$ cat src/rtl/ubc_regs.svh
// Register indices, field positions and reset values of the break unit
`ifndef BREAK_UNIT_REGS_SVH
`define BREAK_UNIT_REGS_SVH

// Register indices; byte address is four times the index
`define IDX_ADDR_HIGH   28'h5FFFF90
`define IDX_ADDR_LOW    28'h5FFFF92
`define IDX_MASK_HIGH   28'h5FFFF94
`define IDX_MASK_LOW    28'h5FFFF96
`define IDX_CYCLE_SEL   28'h5FFFF98
`define IDX_EVT_STATUS  28'h5FFFF9A
`define IDX_EVT_MASK    28'h5FFFF9C

// Reset values
`define RST_HALF        16'h0000
`define RST_SELECT      8'h00
`define RST_EVENT       2'h0

// Event bit positions in status and mask
`define EVT_BREAK       0
`define EVT_FETCH       1

// AXI response codes
`define RESP_OKAY       2'h0
`define RESP_SLVERR     2'h2

`endif

$ cat src/rtl/ubc_pkg.sv
// Types shared by the break unit and its bench
package break_unit_pkg;

    // Operand size of a monitored bus cycle
    typedef enum logic [1:0] {
        SIZE_BYTE,
        SIZE_WORD,
        SIZE_LONG
    } op_size_type;

    // One monitored processor or DMA bus cycle
    typedef struct packed {
        logic        valid;
        logic        dma;
        logic        fetch;
        logic        write;
        op_size_type size;
        logic [31:0] addr;
    } bus_cycle_type;

    // Low byte of the cycle-select register
    typedef struct packed {
        logic [1:0] master;
        logic [1:0] access;
        logic [1:0] direction;
        logic [1:0] size;
    } cycle_select_type;

endpackage

$ cat src/rtl/user_break_unit.sv
// User break unit: bus-cycle comparator with AXI4-Lite registers
//
// Behaviour
// A bus-cycle address can be a break condition against a 32-bit target.
// Break can be qualified by master: processor, DMA engine, or either.
// Break can be qualified by instruction fetch, data access, or both.
// Break can be qualified by read or write and by operand size.
// A matching monitored cycle raises a break request to the core.
// A fetch break takes effect before the fetched instruction executes.
// Five 16-bit registers: address high/low, mask high/low, cycle select.
// Reset clears all five break registers to zero.
// Byte, halfword and word register accesses are accepted.
// Decode uses only index bits 27 to 24 and 8 to 0.
// A mask bit of one drops that address bit from the comparison.
// Select field 00 gives no break; 01 first, 10 second, 11 both. The size field instead uses 00 for any size, 01 byte, 10 word, 11 long.
// Address high holds bits 31 to 16, address low bits 15 to 0.
// Standby keeps register contents; only reset reinitialises them.
// Break only when every enabled qualifier matches in one cycle.
//
// Local design decision: the AXI4-Lite interface to the registers.
`timescale 1ns/1ps
`include "ubc_regs.svh"

module user_break_unit
    import break_unit_pkg::*;
(
    input  wire logic          I_CLK,
    input  wire logic          I_RST,
    input  wire bus_cycle_type I_BUS,
    input  wire logic [31:0]   I_AWADDR,
    input  wire logic          I_AWVALID,
    output logic               O_AWREADY,
    input  wire logic [31:0]   I_WDATA,
    input  wire logic [3:0]    I_WSTRB,
    input  wire logic          I_WVALID,
    output logic               O_WREADY,
    output logic [1:0]         O_BRESP,
    output logic               O_BVALID,
    input  wire logic          I_BREADY,
    input  wire logic [31:0]   I_ARADDR,
    input  wire logic          I_ARVALID,
    output logic               O_ARREADY,
    output logic [31:0]        O_RDATA,
    output logic [1:0]         O_RRESP,
    output logic               O_RVALID,
    input  wire logic          I_RREADY,
    output logic               O_IRQ,
    output logic               O_BREAK_FETCH
);

    // Break registers
    logic [15:0]      addr_high;
    logic [15:0]      addr_low;
    logic [15:0]      mask_high;
    logic [15:0]      mask_low;
    cycle_select_type select;
    logic [1:0]       evt_status;
    logic [1:0]       evt_mask;

    // Write channel holding state
    logic             aw_held;
    logic [27:0]      aw_idx;
    logic             w_held;
    logic [15:0]      w_data;
    logic [1:0]       w_strb;
    logic             do_write;
    logic             write_ok;

    // Comparator terms
    logic [31:0]      target;
    logic [31:0]      ignore;
    logic             addr_ok;
    logic             master_ok;
    logic             access_ok;
    logic             dir_ok;
    logic             size_ok;
    logic             hit;
    logic [1:0]       clear_bits;

    // Index match on the decoded bits only
    function automatic logic idx_is(input logic [27:0] idx,
                                    input logic [27:0] reg_idx);
        idx_is = (idx[27:24] == reg_idx[27:24])
               && (idx[8:0] == reg_idx[8:0]);
    endfunction

    // Byte-lane merge into a 16-bit register
    function automatic logic [15:0] merge(input logic [15:0] old,
                                          input logic [15:0] data,
                                          input logic [1:0]  strb);
        merge = old;
        if (strb[0]) begin
            merge[7:0] = data[7:0];
        end
        if (strb[1]) begin
            merge[15:8] = data[15:8];
        end
    endfunction

    // Mapped-index check
    function automatic logic mapped(input logic [27:0] idx);
        mapped = idx_is(idx, `IDX_ADDR_HIGH)
              || idx_is(idx, `IDX_ADDR_LOW)
              || idx_is(idx, `IDX_MASK_HIGH)
              || idx_is(idx, `IDX_MASK_LOW)
              || idx_is(idx, `IDX_CYCLE_SEL)
              || idx_is(idx, `IDX_EVT_STATUS)
              || idx_is(idx, `IDX_EVT_MASK);
    endfunction

    // Write address and data are taken independently
    assign O_AWREADY = !aw_held && !O_BVALID;
    assign O_WREADY  = !w_held && !O_BVALID;
    assign do_write  = aw_held && w_held && !O_BVALID;
    assign write_ok  = do_write && mapped(aw_idx);

    // Write address capture
    always_ff @(posedge I_CLK or posedge I_RST) begin
        if (I_RST) begin
            aw_held <= 1'b0;
            aw_idx  <= 28'h0000000;
        end else if (I_AWVALID && O_AWREADY) begin
            aw_held <= 1'b1;
            aw_idx  <= I_AWADDR[29:2];
        end else if (do_write) begin
            aw_held <= 1'b0;
        end
    end

    // Write data capture, low halfword only
    always_ff @(posedge I_CLK or posedge I_RST) begin
        if (I_RST) begin
            w_held <= 1'b0;
            w_data <= 16'h0000;
            w_strb <= 2'h0;
        end else if (I_WVALID && O_WREADY) begin
            w_held <= 1'b1;
            w_data <= I_WDATA[15:0];
            w_strb <= I_WSTRB[1:0];
        end else if (do_write) begin
            w_held <= 1'b0;
        end
    end

    // Write response after both halves
    always_ff @(posedge I_CLK or posedge I_RST) begin
        if (I_RST) begin
            O_BVALID <= 1'b0;
            O_BRESP  <= `RESP_OKAY;
        end else if (do_write) begin
            O_BVALID <= 1'b1;
            O_BRESP  <= write_ok ? `RESP_OKAY : `RESP_SLVERR;
        end else if (I_BREADY) begin
            O_BVALID <= 1'b0;
        end
    end

    // Break registers; standby has no path here
    always_ff @(posedge I_CLK or posedge I_RST) begin
        if (I_RST) begin
            addr_high <= `RST_HALF;
            addr_low  <= `RST_HALF;
            mask_high <= `RST_HALF;
            mask_low  <= `RST_HALF;
            select    <= `RST_SELECT;
            evt_mask  <= `RST_EVENT;
        end else if (write_ok) begin
            if (idx_is(aw_idx, `IDX_ADDR_HIGH)) begin
                addr_high <= merge(addr_high, w_data, w_strb);
            end
            if (idx_is(aw_idx, `IDX_ADDR_LOW)) begin
                addr_low <= merge(addr_low, w_data, w_strb);
            end
            if (idx_is(aw_idx, `IDX_MASK_HIGH)) begin
                mask_high <= merge(mask_high, w_data, w_strb);
            end
            if (idx_is(aw_idx, `IDX_MASK_LOW)) begin
                mask_low <= merge(mask_low, w_data, w_strb);
            end
            if (idx_is(aw_idx, `IDX_CYCLE_SEL) && w_strb[0]) begin
                select <= w_data[7:0];
            end
            if (idx_is(aw_idx, `IDX_EVT_MASK) && w_strb[0]) begin
                evt_mask <= w_data[1:0];
            end
        end
    end

    // Address compare with per-bit exclusion
    assign target  = {addr_high, addr_low};
    assign ignore  = {mask_high, mask_low};
    assign addr_ok = ((I_BUS.addr ^ target) & ~ignore)
                     == 32'h00000000;

    // Qualifiers: bit 0 first option, bit 1 second option
    assign master_ok = I_BUS.dma ? select.master[1]
                                 : select.master[0];
    assign access_ok = I_BUS.fetch ? select.access[0]
                                   : select.access[1];
    assign dir_ok    = I_BUS.write ? select.direction[1]
                                   : select.direction[0];
    // Size 00 leaves size out; 01 byte, 10 word, 11 long
    assign size_ok   = (select.size == 2'h0)
                    || (select.size
                        == 2'(I_BUS.size + 2'h1));

    // All enabled qualifiers in the same cycle
    assign hit = I_BUS.valid && addr_ok && master_ok
              && access_ok && dir_ok && size_ok;

    // Write-one-to-clear bits
    assign clear_bits = (write_ok && idx_is(aw_idx, `IDX_EVT_STATUS)
                        && w_strb[0]) ? w_data[1:0] : 2'h0;

    // Sticky events; a new hit wins over the clear
    always_ff @(posedge I_CLK or posedge I_RST) begin
        if (I_RST) begin
            evt_status <= `RST_EVENT;
        end else begin
            evt_status[`EVT_BREAK] <= hit
                || (evt_status[`EVT_BREAK]
                    && !clear_bits[`EVT_BREAK]);
            evt_status[`EVT_FETCH] <= (hit && I_BUS.fetch && !I_BUS.dma)
                || (evt_status[`EVT_FETCH]
                    && !clear_bits[`EVT_FETCH]);
        end
    end

    // Break request toward the core
    assign O_IRQ = |(evt_status & evt_mask);

    // Fetch break flag, raised the cycle after the fetch
    always_ff @(posedge I_CLK or posedge I_RST) begin
        if (I_RST) begin
            O_BREAK_FETCH <= 1'b0;
        end else if (hit) begin
            O_BREAK_FETCH <= I_BUS.fetch && !I_BUS.dma;
        end
    end

    // Read channel, answer one cycle after the address
    assign O_ARREADY = !O_RVALID;

    always_ff @(posedge I_CLK or posedge I_RST) begin
        if (I_RST) begin
            O_RVALID <= 1'b0;
            O_RDATA  <= 32'h00000000;
            O_RRESP  <= `RESP_OKAY;
        end else if (I_ARVALID && O_ARREADY) begin
            O_RVALID <= 1'b1;
            O_RRESP  <= mapped(I_ARADDR[29:2]) ? `RESP_OKAY
                                               : `RESP_SLVERR;
            O_RDATA  <= 32'h00000000;
            if (idx_is(I_ARADDR[29:2], `IDX_ADDR_HIGH)) begin
                O_RDATA[15:0] <= addr_high;
            end
            if (idx_is(I_ARADDR[29:2], `IDX_ADDR_LOW)) begin
                O_RDATA[15:0] <= addr_low;
            end
            if (idx_is(I_ARADDR[29:2], `IDX_MASK_HIGH)) begin
                O_RDATA[15:0] <= mask_high;
            end
            if (idx_is(I_ARADDR[29:2], `IDX_MASK_LOW)) begin
                O_RDATA[15:0] <= mask_low;
            end
            if (idx_is(I_ARADDR[29:2], `IDX_CYCLE_SEL)) begin
                O_RDATA[7:0] <= select;
            end
            if (idx_is(I_ARADDR[29:2], `IDX_EVT_STATUS)) begin
                O_RDATA[1:0] <= evt_status;
            end
            if (idx_is(I_ARADDR[29:2], `IDX_EVT_MASK)) begin
                O_RDATA[1:0] <= evt_mask;
            end
        end else if (I_RREADY) begin
            O_RVALID <= 1'b0;
        end
    end
endmodule

$ cat config.mk
export PLATFORM = sky130hd
export DESIGN_NAME = user_break_unit
export DESIGN_NICKNAME = d
export VERILOG_FILES = /design/src/rtl/ubc_pkg.sv /design/src/rtl/user_break_unit.sv
export VERILOG_INCLUDE_DIRS = /design/src /design/src/rtl
export SDC_FILE = /design/constraint.sdc
export NUM_CORES = 1
export LEC_CHECK = 0
export ABC_CLOCK_PERIOD_IN_PS = 4600
export BUFFER_PORTS_ARGS = -buffer_cell sky130_fd_sc_hd__clkbuf_2
export CAP_MARGIN = 20
export CELL_PAD_IN_SITES_DETAIL_PLACEMENT = 1
export CELL_PAD_IN_SITES_GLOBAL_PLACEMENT = 1
export CORE_MARGIN = 1.5
export CORE_UTILIZATION = 42
export CTS_BUF_LIST = sky130_fd_sc_hd__clkbuf_8
export CTS_CLUSTER_DIAMETER = 150
export DETAILED_ROUTE_END_ITERATION = 7
export PLACE_DENSITY = 0.79
export SLEW_MARGIN = 20
export SYNTH_ARGS = -nofsm -noshare
export SYNTH_HDL_FRONTEND = slang
export SYNTH_SLANG_ARGS = --single-unit
$ cat constraint.sdc
create_clock -name I_CLK -period 4.6 [get_ports I_CLK]
set_input_delay 0.69 -clock I_CLK [delete_from_list [all_inputs] [get_ports I_CLK]]
set_output_delay 0.69 -clock I_CLK [all_outputs]
set_load 0.02 [all_outputs]
==> reports/qor_table.md, run 1 <==
| Group | Quantity | Value |
|:---|:---|:---|
| synthesis | Post-synthesis compound-gate area fraction | 6.893% |
| cts | Post_cts resized | 0 |
| timing | Worst relative slew slack | 29.98% |
| synthesis | Post-synthesis cell area | 6299 um2 |
| setup path | Critical Setup Path Class | reg2reg |
| timing | Measured slew at the worst slew-check pin | 1.050 ns |
| global route | Maximum number of pins on one net before global-route repair | 81 |
| setup path | Flop-to-flop setup slack | 1.98 ns |
| worst hold path | Worst Hold Path Cells | 2 |
| setup path | Kind of start point of the critical path | register |
| setup path | Arrival time reported for the critical path endpoint | 2.95 ns |
| synthesis | Top cells by area in the synthesized netlist | sky130_fd_sc_hd__dfrtp_1, sky130_fd_sc_hd__mux2_2, sky130_fd_sc_hd__xnor2_1, sky130_fd_sc_hd__mux4_2, sky130_fd_sc_hd__mux2_4 |
| flow run | Max-cap violations | 0 |
| finish | Commonest non-fill, non-tap cell in the layout | sky130_fd_sc_hd__dfrtp_1 |
| timing | Final worst path period need | 2.618 ns |
| cts | Maximum clock path buffer count | 2 |
| cts | TritonCTS clock tree | built |
| global route | Wire length of the first global-routing pass | 26,720 um |
| floorplan | Chip Height | 125.5 um |
| finish | Sequential cell area | 3253 um2 |
| worst hold path | WHS Endpoint | O_RVALID$_DFFE_PP0P_ |
| setup path | Startpoint of the worst register-to-register path | aw_idx[5]$_DFFE_PP0P_ |
| timing | Number of failing hold endpoints at the final stage | 0 |
| synthesis | Parity-gate share of the synthesized area counting xor and xnor cells | 4.450% |
| timing | Final number of setup-violating endpoints | 0 |
| setup path | Slowest-stage cell, CP | sky130_fd_sc_hd__and2_1 |
| cts | H-Tree Level Count | 4 |
| cts | Clk sinks | 130 |
| global route | Final global-route overflow total | 0 |
| power | Reported leakage power | 3.485 nW |
| cts | Post-CTS Hold Fix Bufs | 0 |
| routing | Vias per std cell | 5.421 |
| synthesis | Post-synthesis share of cell area spent on and, or, nand and nor gates | 7.529% |
| placed design | HPWL after DPL | 12,120 um |
| global route | All-Layer GR Usage | 22.17% |
| floorplan | Number of core rows | 44 |
| synthesis | Proportion of register bits with asynchronous set or reset after synthesis | 100.0% |
| placed design | Number of buffers inserted by port buffering | 113 |
| finish | Commonest cells after routing, fill and taps aside | sky130_fd_sc_hd__dfrtp_1, sky130_fd_sc_hd__clkbuf_2, sky130_fd_sc_hd__mux2_2 |
| power | Worst supply voltage drop on vdd | 0.2374 mV |
| routing | Antenna viol nets, final | 0 |
| worst hold path | Min-delay src | I_RREADY |
| global route | Via count of the first global-routing pass | 4,911 |
| setup path | Worst-path cell chain | nand4bb_1 -> or4_4 -> nor3_1 -> and2_1 -> mux2_2 |
| cts | Number of post-CTS setup repair buffers | 0 |
| setup path | Largest incremental delay on the critical path | 0.53 ns |
| placed design | Total placed instance area | 6920 um2 |
| synthesis | Dominant combinational cell family by area after synthesis | multiplexers |
| synthesis | Flip-flop and latch count after synthesis | 130 |
| setup path | Crit path required time | 4.93 ns |
| cts | Clock insertion delay at the later pin of the skew report | 0.45 ns |
| timing | Share of the clock period used by the worst path | 56.92% |
| synthesis | Number of enable flip-flop cells after synthesis | 0 |
| finish | Total non-filler cell area in the finished layout | 7267 um2 |
| placed design | Global placement routability congestion | 0.7990 |
| timing | Highest Clock Rate | 381.9 MHz |
| synthesis | Arithmetic-cell share of the synthesized area counting full adders, half adders and majority gates | 0% |
| routing | Remaining design rule violation count | 0 |
| timing | Fin Clk Skew | 0.009627 ns |
| cts | Clock-pin slew reported for the worst setup and hold paths after clock tree synthesis | 0.07 ns |
| timing | Number of pins exceeding their max-slew limit in the final report | 0 |
| cts | Number of buffers created by CTS | 17 |
| synthesis | Number of warning messages in the yosys log | 0 |
| finish | P&R area growth vs syn | 15.38% |
| timing | Setup TNS after final layout | 0 ns |
| timing | Setup repair after global routing missed its margin | false |
| routing | Number of design-rule violations left by the first detailed-router iteration | 226 |
| finish | Diode count | 0 |
| setup path | Kind of capture point of the worst setup path | register |
| setup path | Endpoint of the worst-slack reg-to-reg timing path | select[7]$_DFFE_PP0P_ |
| synthesis | Synth Instances | 488 |
| floorplan | X dimension of the die | 125.5 um |
| status | Result of the run | finished clean |
| floorplan | Placeable core region | 14,590 um2 |
| routing | Routed wire length | 16,490 um |
| global route | Initial antenna violation count | 0 |
| finish | Combined area of the multi-input logic cells | 2839 um2 |
| finish | Filler Cell Count | 1,551 |
| synthesis | Number of unique standard cell types used by synthesis | 40 |
| synthesis | Primary flip-flop cell chosen by synthesis mapping | sky130_fd_sc_hd__dfrtp_1 |
| synthesis | Part of the Yosys area used for sequential elements | 51.65% |
| routing | First-pass iteration count of the detailed router | 4 |
| routing | Detailed-route via count | 4,326 |
| floorplan | Initial Utilization | 43.17% |
| finish | Number of nets at the end of the flow | 746 |
| power | Power per cell area | 391.2 nW/um2 |
| floorplan | I/O pin count | 188 |
| synthesis | Library cell with the largest summed area after synthesis | sky130_fd_sc_hd__dfrtp_1 |
| synthesis | Multiplexer fraction of the synthesized cell area | 25.13% |
| setup path | FF-to-FF path depth | 5 |
| synthesis | Share of the synthesized area in the top cell type | 51.65% |
| worst hold path | Type of the tightest min-delay check | in2reg |
| setup path | Max FO, Critical Path | 8 |
| cts | Clk Tree Root Cell | sky130_fd_sc_hd__clkbuf_8 |
| finish | Fraction of layout cells with a size suffix above 1 | 44.14% |
| floorplan | Overall die area | 15,740 um2 |
| routing | WL per Instance | 20.67 um |
| synthesis | Avg Inst Size Synth | 12.91 um2 |
==> registers in the layout, summed over array words and instances, names as in the netlist, 2 cells and up <==
signal	count
addr_high	16
O_RDATA	16
mask_high	16
evt_status	2
mask_low	16
w_data	16
select	8
w_strb	2
evt_mask	2
addr_low	16
aw_idx	13
==> where the power goes <==
group	total [mW]	switching [mW]	internal [mW]
registers	1.50	0.192	1.31
clock network	0.854	0.425	0.429
logic	0.490	0.246	0.244
total	2.84	0.862	1.98
==> worst max-delay path by stage <==
stage	from	end	slack [ns]	depth (start not counted)
after CTS	aw_idx[5]$_DFFE_PP0P_	select[1]$_DFFE_PP0P_	1.97	5
after floorplan	I_RST	O_BREAK_FETCH$_DFFE_PP0P_	0.44	1
after global routing	aw_idx[5]$_DFFE_PP0P_	select[3]$_DFFE_PP0P_	1.90	5
after detailed placement	I_BUS[3]	O_BREAK_FETCH$_DFFE_PP0P_	1.88	7
after global placement	I_BUS[3]	O_BREAK_FETCH$_DFFE_PP0P_	1.97	7
final	aw_idx[5]$_DFFE_PP0P_	select[7]$_DFFE_PP0P_	1.98	5
==> area by class of cell <==
cell class,count,area share (%)
Clock inverter,10,0.6026
Inverter,4,0.2410
Clock buffer,22,4.167
Tap cell,184,3.168
Multi-Input combinational cell,333,39.07
Timing Repair Buffer,115,7.989
Sequential cell,130,44.77
==> logic make-up (layout without fill, tap and decap cells) <==
family,Yosys count,in the layout
flops,130,130
mux,125,125
simple gates,87,87
compound gates,71,71
buf+inv,42,151
xor+xnor,32,32
other cells,1,18
==> Yosys cell counts, types with 2 or more instances <==
| cell type | n |
|---|---|
| sky130_fd_sc_hd__nand2b_1 | 2 |
| sky130_fd_sc_hd__a22o_1 | 2 |
| sky130_fd_sc_hd__a31oi_1 | 5 |
| sky130_fd_sc_hd__dfrtp_1 | 130 |
| sky130_fd_sc_hd__mux2_2 | 91 |
| sky130_fd_sc_hd__and3_4 | 2 |
| sky130_fd_sc_hd__a211oi_1 | 2 |
| sky130_fd_sc_hd__nand3_1 | 6 |
| sky130_fd_sc_hd__a21oi_1 | 9 |
| sky130_fd_sc_hd__nor2_1 | 10 |
| sky130_fd_sc_hd__clkbuf_1 | 14 |
| sky130_fd_sc_hd__o22ai_1 | 19 |
| sky130_fd_sc_hd__and2_1 | 6 |
| sky130_fd_sc_hd__o311ai_0 | 3 |
| sky130_fd_sc_hd__mux2i_1 | 7 |
| sky130_fd_sc_hd__buf_12 | 2 |
| sky130_fd_sc_hd__nor2b_1 | 7 |
| sky130_fd_sc_hd__nand2_2 | 6 |
| sky130_fd_sc_hd__mux2_4 | 16 |
| sky130_fd_sc_hd__o211ai_1 | 2 |
| sky130_fd_sc_hd__o21ai_0 | 21 |
| sky130_fd_sc_hd__nor4_1 | 3 |
| sky130_fd_sc_hd__nand2_1 | 30 |
| sky130_fd_sc_hd__nor4bb_1 | 2 |
| sky130_fd_sc_hd__nor3_1 | 5 |
| sky130_fd_sc_hd__inv_1 | 4 |
| sky130_fd_sc_hd__xnor2_1 | 32 |
| sky130_fd_sc_hd__a21o_1 | 5 |
| sky130_fd_sc_hd__mux4_2 | 11 |
| sky130_fd_sc_hd__buf_4 | 21 |
| sky130_fd_sc_hd__nand4b_1 | 2 |
| sky130_fd_sc_hd__a22oi_1 | 3 |
==> stage by stage <==
stage	hold WS (ns)	utilization [%]	worst slack, ns	total power [mW]	cells
global route	0.4028	49.81	1.902	3.000	798
global placement	0.4658	47.44	1.966	1.973	766
floorplan	0.4714	-	0.4407	1.823	505
CTS	0.4006	49.81	1.970	2.865	798
detailed placement	0.4734	47.44	1.881	2.014	766
finish	0.4156	49.81	1.982	2.843	798
==> layer usage <==
| layer | track usage, % | up-vias | routed length (um) |
|---|---|---|---|
| li1 | - | 1954 | - |
| met1 | 27.98 | 2184 | 7050 |
| met2 | 36.09 | 152 | 7951 |
| met3 | 5.349 | 36 | 1008 |
| met4 | 10.23 | 0 | 480 |
| met5 | 0 | - | 0 |
==> worst max-delay path, delay by kind of cell (launching register included) <==
kind             cells  cell delay (ns)
DFF                  1             0.38
and+or+nand+nor      4             1.73
muxes                1             0.40
(Power assumes the default switching activity.)
==> inputs of run 2 (changes only) <==
--- a/config.mk
+++ b/config.mk
@@ -6,17 +6,18 @@
 export SDC_FILE = /design/constraint.sdc
 export NUM_CORES = 1
 export LEC_CHECK = 0
-export ABC_CLOCK_PERIOD_IN_PS = 4600
+export ABC_AREA = 1
+export ABC_CLOCK_PERIOD_IN_PS = 2250
 export BUFFER_PORTS_ARGS = -buffer_cell sky130_fd_sc_hd__clkbuf_2
 export CAP_MARGIN = 20
 export CELL_PAD_IN_SITES_DETAIL_PLACEMENT = 1
 export CELL_PAD_IN_SITES_GLOBAL_PLACEMENT = 1
 export CORE_MARGIN = 1.5
-export CORE_UTILIZATION = 42
+export CORE_UTILIZATION = 35
 export CTS_BUF_LIST = sky130_fd_sc_hd__clkbuf_8
 export CTS_CLUSTER_DIAMETER = 150
 export DETAILED_ROUTE_END_ITERATION = 7
-export PLACE_DENSITY = 0.79
+export PLACE_DENSITY = 0.75
 export SLEW_MARGIN = 20
 export SYNTH_ARGS = -nofsm -noshare
 export SYNTH_HDL_FRONTEND = slang
==> constraint.sdc (replaced) <==
create_clock -name I_CLK -period 2.25 [get_ports I_CLK]
set_input_delay 0.3375 -clock I_CLK [delete_from_list [all_inputs] [get_ports I_CLK]]
set_output_delay 0.3375 -clock I_CLK [all_outputs]
set_load 0.02 [all_outputs]
==> run 2 against run 1 <==
Combinational power grew to 2.6 times the previous value. Maximum frequency rose by 29%. Sequential cell count did not move. Final cell count up 50%. Sequential power increased by 89%. Worst hold slack worse by 0.34 ns. Critical path depth rose by 4. Power increased by 130%. Sequential share of layout area decreased by 3.5 points.
==> reports/qor_table.md, run 2 <==
| Group | Quantity | Value |
|:---|:---|:---|
| status | Result of the run | finished clean |
| floorplan | Initial Utilization | 36.14% |
| worst hold path | Type of the tightest min-delay check | in2reg |
| setup path | Max FO, Critical Path | 8 |
| setup path | Critical Setup Path Class | reg2reg |
| synthesis | Ranking of synthesized cells by instance count | sky130_fd_sc_hd__nand2_1, sky130_fd_sc_hd__dfrtp_1, sky130_fd_sc_hd__nor2_1 |
| setup path | Kind of start point of the critical path | register |
| routing | First-pass iteration count of the detailed router | 4 |
| floorplan | X dimension of the die | 140.1 um |
| power | Power per cell area | 825.9 nW/um2 |
| timing | Hold WS | 0.07785 ns |
| placed design | Number of buffers inserted by port buffering | 113 |
| cts | Post_cts resized | 0 |
| synthesis | Flip-flop and latch count after synthesis | 130 |
| global route | Via count of the first global-routing pass | 6,086 |
| global route | Wire length of the first global-routing pass | 31,730 um |
| routing | Vias per std cell | 4.896 |
| power | Proportion of total power due to net switching | 32.08% |
| placed design | HPWL after DPL | 14,540 um |
| synthesis | Avg Inst Size Synth | 7.937 um2 |
| global route | Final global-route overflow total | 0 |
| routing | WL per Instance | 16.48 um |
| synthesis | Top cells by area in the synthesized netlist | sky130_fd_sc_hd__dfrtp_1, sky130_fd_sc_hd__nand2_1, sky130_fd_sc_hd__nor2_1, sky130_fd_sc_hd__o21ai_0, sky130_fd_sc_hd__inv_1 |
| routing | Routed wire length on met2 | 9456 um |
| cts | Maximum clock path buffer count | 2 |
| synthesis | Part of the Yosys area used for sequential elements | 49.44% |
| synthesis | Number of enable flip-flop cells after synthesis | 0 |
| setup path | CP dominant cell by count | sky130_fd_sc_hd__nand2_1 |
| finish | Number of nets at the end of the flow | 1,098 |
| power | Switching power summed over all nets | 2.088 mW |
| routing | Detailed-route via count | 5,851 |
| timing | Measured slew at the worst slew-check pin | 0.7432 ns |
| setup path | Dominant delay contributor by cell family on the critical path | simple AND/OR/NAND/NOR gates |
| setup path | Flop-to-flop setup slack | 0.23 ns |
| cts | Post-CTS Hold Fix Bufs | 1 |
| power | Cell-internal power | 4.421 mW |
| timing | Setup repair after global routing missed its margin | false |
| placed design | Global placement routability congestion | 0.8081 |
| cts | Clk Tree Root Cell | sky130_fd_sc_hd__clkbuf_8 |
| routing | Antenna viol nets, final | 0 |
| timing | Final worst path period need | 2.023 ns |
| synthesis | Share of the synthesized area in the top cell type | 49.44% |
| finish | P&R area growth vs syn | 19.76% |
| floorplan | Chip Height | 140.1 um |
| finish | Commonest cells after routing, fill and taps aside | sky130_fd_sc_hd__nand2_1, sky130_fd_sc_hd__dfrtp_1, sky130_fd_sc_hd__clkbuf_2 |
| floorplan | I/O pin count | 188 |
| setup path | FF-to-FF path depth | 9 |
| cts | Number of post-CTS setup repair buffers | 0 |
| flow run | Max-cap violations | 0 |
| synthesis | Post-synthesis cell area | 6580 um2 |
| routing | Met3 wirelength from detailed routing | 854 um |
| synthesis | Cell with the most instances after synthesis | sky130_fd_sc_hd__nand2_1 |
| setup path | Combined buffer and inverter count along the critical path | 2 |
| timing | Worst relative slew slack | 50.33% |
| global route | All-Layer GR Usage | 21.00% |
| synthesis | Synth Instances | 829 |
| synthesis | Number of warning messages in the yosys log | 0 |
| routing | Uppermost layer routed | met4 |
| routing | Number of design-rule violations left by the first detailed-router iteration | 334 |
| floorplan | Placeable core region | 18,210 um2 |
| power | Overall power of the completed layout | 6.508 mW |
| finish | Final Core Density | 43.28% |
| setup path | Crit path required time | 2.65 ns |
| power | Worst supply voltage drop on vdd | 0.6548 mV |
| timing | Final number of setup-violating endpoints | 0 |
| cts | TritonCTS clock tree | built |
| synthesis | Primary flip-flop cell chosen by synthesis mapping | sky130_fd_sc_hd__dfrtp_1 |
| setup path | Worst-path cell chain | inv_1 -> nand4_1 -> nor4_1 -> nand2_1 -> nor2_2 -> nand3_1 -> nand2_1 -> nand2_1 -> inv_1 |
| power | Clk network pwr share | 36.6% |
| finish | Final Non-Filler Cells | 1,195 |
| routing | Routed wire length | 19,690 um |
| timing | Setup WS post-layout | 0.2270 ns |
| finish | Commonest non-fill, non-tap cell in the layout | sky130_fd_sc_hd__nand2_1 |
| global route | Initial antenna violation count | 0 |
| setup path | Worst path depth | 9 |
| synthesis | Number of unique standard cell types used by synthesis | 36 |
| timing | Setup TNS after final layout | 0 ns |
| power | Logic gate share of total power | 19.9% |
| floorplan | Overall die area | 19,630 um2 |
| placed design | Post-placement worst setup slack | 0.2707 ns |
| placed design | Total placed instance area | 7392 um2 |
| timing | Number of failing hold endpoints at the final stage | 0 |
| routing | Post-Route M1 WL | 9215 um |
| cts | Number of buffers created by CTS | 17 |
| timing | Share of the clock period used by the worst path | 89.91% |
| global route | Maximum number of pins on one net before global-route repair | 74 |
| cts | Clock-pin slew reported for the worst setup and hold paths after clock tree synthesis | 0.08 ns |
| setup path | Kind of capture point of the worst setup path | register |
| power | Sequential Power Share | 43.5% |
| power | Reported leakage power | 3.924 nW |
| finish | Total non-filler cell area in the finished layout | 7880 um2 |
| cts | Clk sinks | 130 |
| setup path | Arrival time reported for the critical path endpoint | 2.42 ns |
| finish | Fraction of layout cells with a size suffix above 1 | 19.98% |
| timing | Number of pins exceeding their max-slew limit in the final report | 0 |
| routing | Remaining design rule violation count | 0 |
| timing | Highest Clock Rate | 494.3 MHz |
| cts | H-Tree Level Count | 4 |
| setup path | Slowest-stage cell, CP | sky130_fd_sc_hd__nor4_1 |
| timing | Fin Clk Skew | 0.01141 ns |
| synthesis | Library cell with the largest summed area after synthesis | sky130_fd_sc_hd__dfrtp_1 |
| setup path | Largest incremental delay on the critical path | 0.50 ns |
| cts | Clock insertion delay at the later pin of the skew report | 0.46 ns |
| floorplan | Number of core rows | 49 |
| finish | Diode count | 0 |
| placed design | Placed Cells incl. Taps | 1,162 |
| synthesis | Proportion of register bits with asynchronous set or reset after synthesis | 100.0% |
| worst hold path | Worst Hold Path Cells | 2 |
## run 2: cell types whose count changed in the layout (fill, tap and decap cells not counted), sizes merged, moves of 7 or more
cell,change
nor2b,-7
nand4,+32
inv,+68
nor2,+88
o21ai,+68
o22ai,-13
a21oi,+23
mux2i,-7
mux2,-100
buf,+13
xnor2,-14
nand3,+15
mux4,-11
nand2,+221
## run 2: cell type report
cell class | count | area (um2)
multi-input combinational | 598 | 2844
fill | 2284 | 10330
tap | 229 | 286.5
timing repair buffer | 129 | 725.7
clock inverter | 12 | 202.7
inverter | 77 | 292.8
sequential | 130 | 3253
clock buffer | 20 | 275.3
## run 2: cells by family (layout without fill, tap and decap cells)
family | after synthesis | in the layout | synth area share [%]
simple gates | 423 | 423 | 27.46
xor+xnor | 18 | 18 | 2.396
other cells | 1 | 18 | 0.05699
mux | 7 | 7 | 1.198
compound gates | 132 | 132 | 11.14
buf+inv | 118 | 238 | 8.309
flops | 130 | 130 | 49.44
## run 2: path summary, 6_finish.rpt
kind	from	endpoint
setup / recovery	aw_idx[27]$_DFFE_PP0P_	addr_high[11]$_DFFE_PP0P_
hold / removal	I_RREADY	O_RVALID$_DFFE_PP0P_
setup reg to reg	aw_idx[27]$_DFFE_PP0P_	addr_high[11]$_DFFE_PP0P_
hold reg to reg	O_RDATA[4]$_DFFE_PP0P_	O_RDATA[4]$_DFFE_PP0P_
max in group asynchronous	I_RST	addr_low[8]$_DFFE_PP0P_
min in group asynchronous	I_RST	aw_idx[27]$_DFFE_PP0P_
## run 2: routing by layer
metal	global-route usage [%]	vias up
met5	0	-
met4	5.097	0
met3	4.547	13
met1	28.51	2812
met2	34.35	133
li1	-	2893
## run 2: power groups by stage
stage	Combinational (mW)	Sequential [mW]	Clock [mW]
floorplan	0.892	2.82	0
global placement	1.26	2.85	0
detailed placement	1.31	2.87	0
CTS	1.32	2.83	2.43
global route	1.46	2.87	2.52
finish	1.29	2.83	2.38
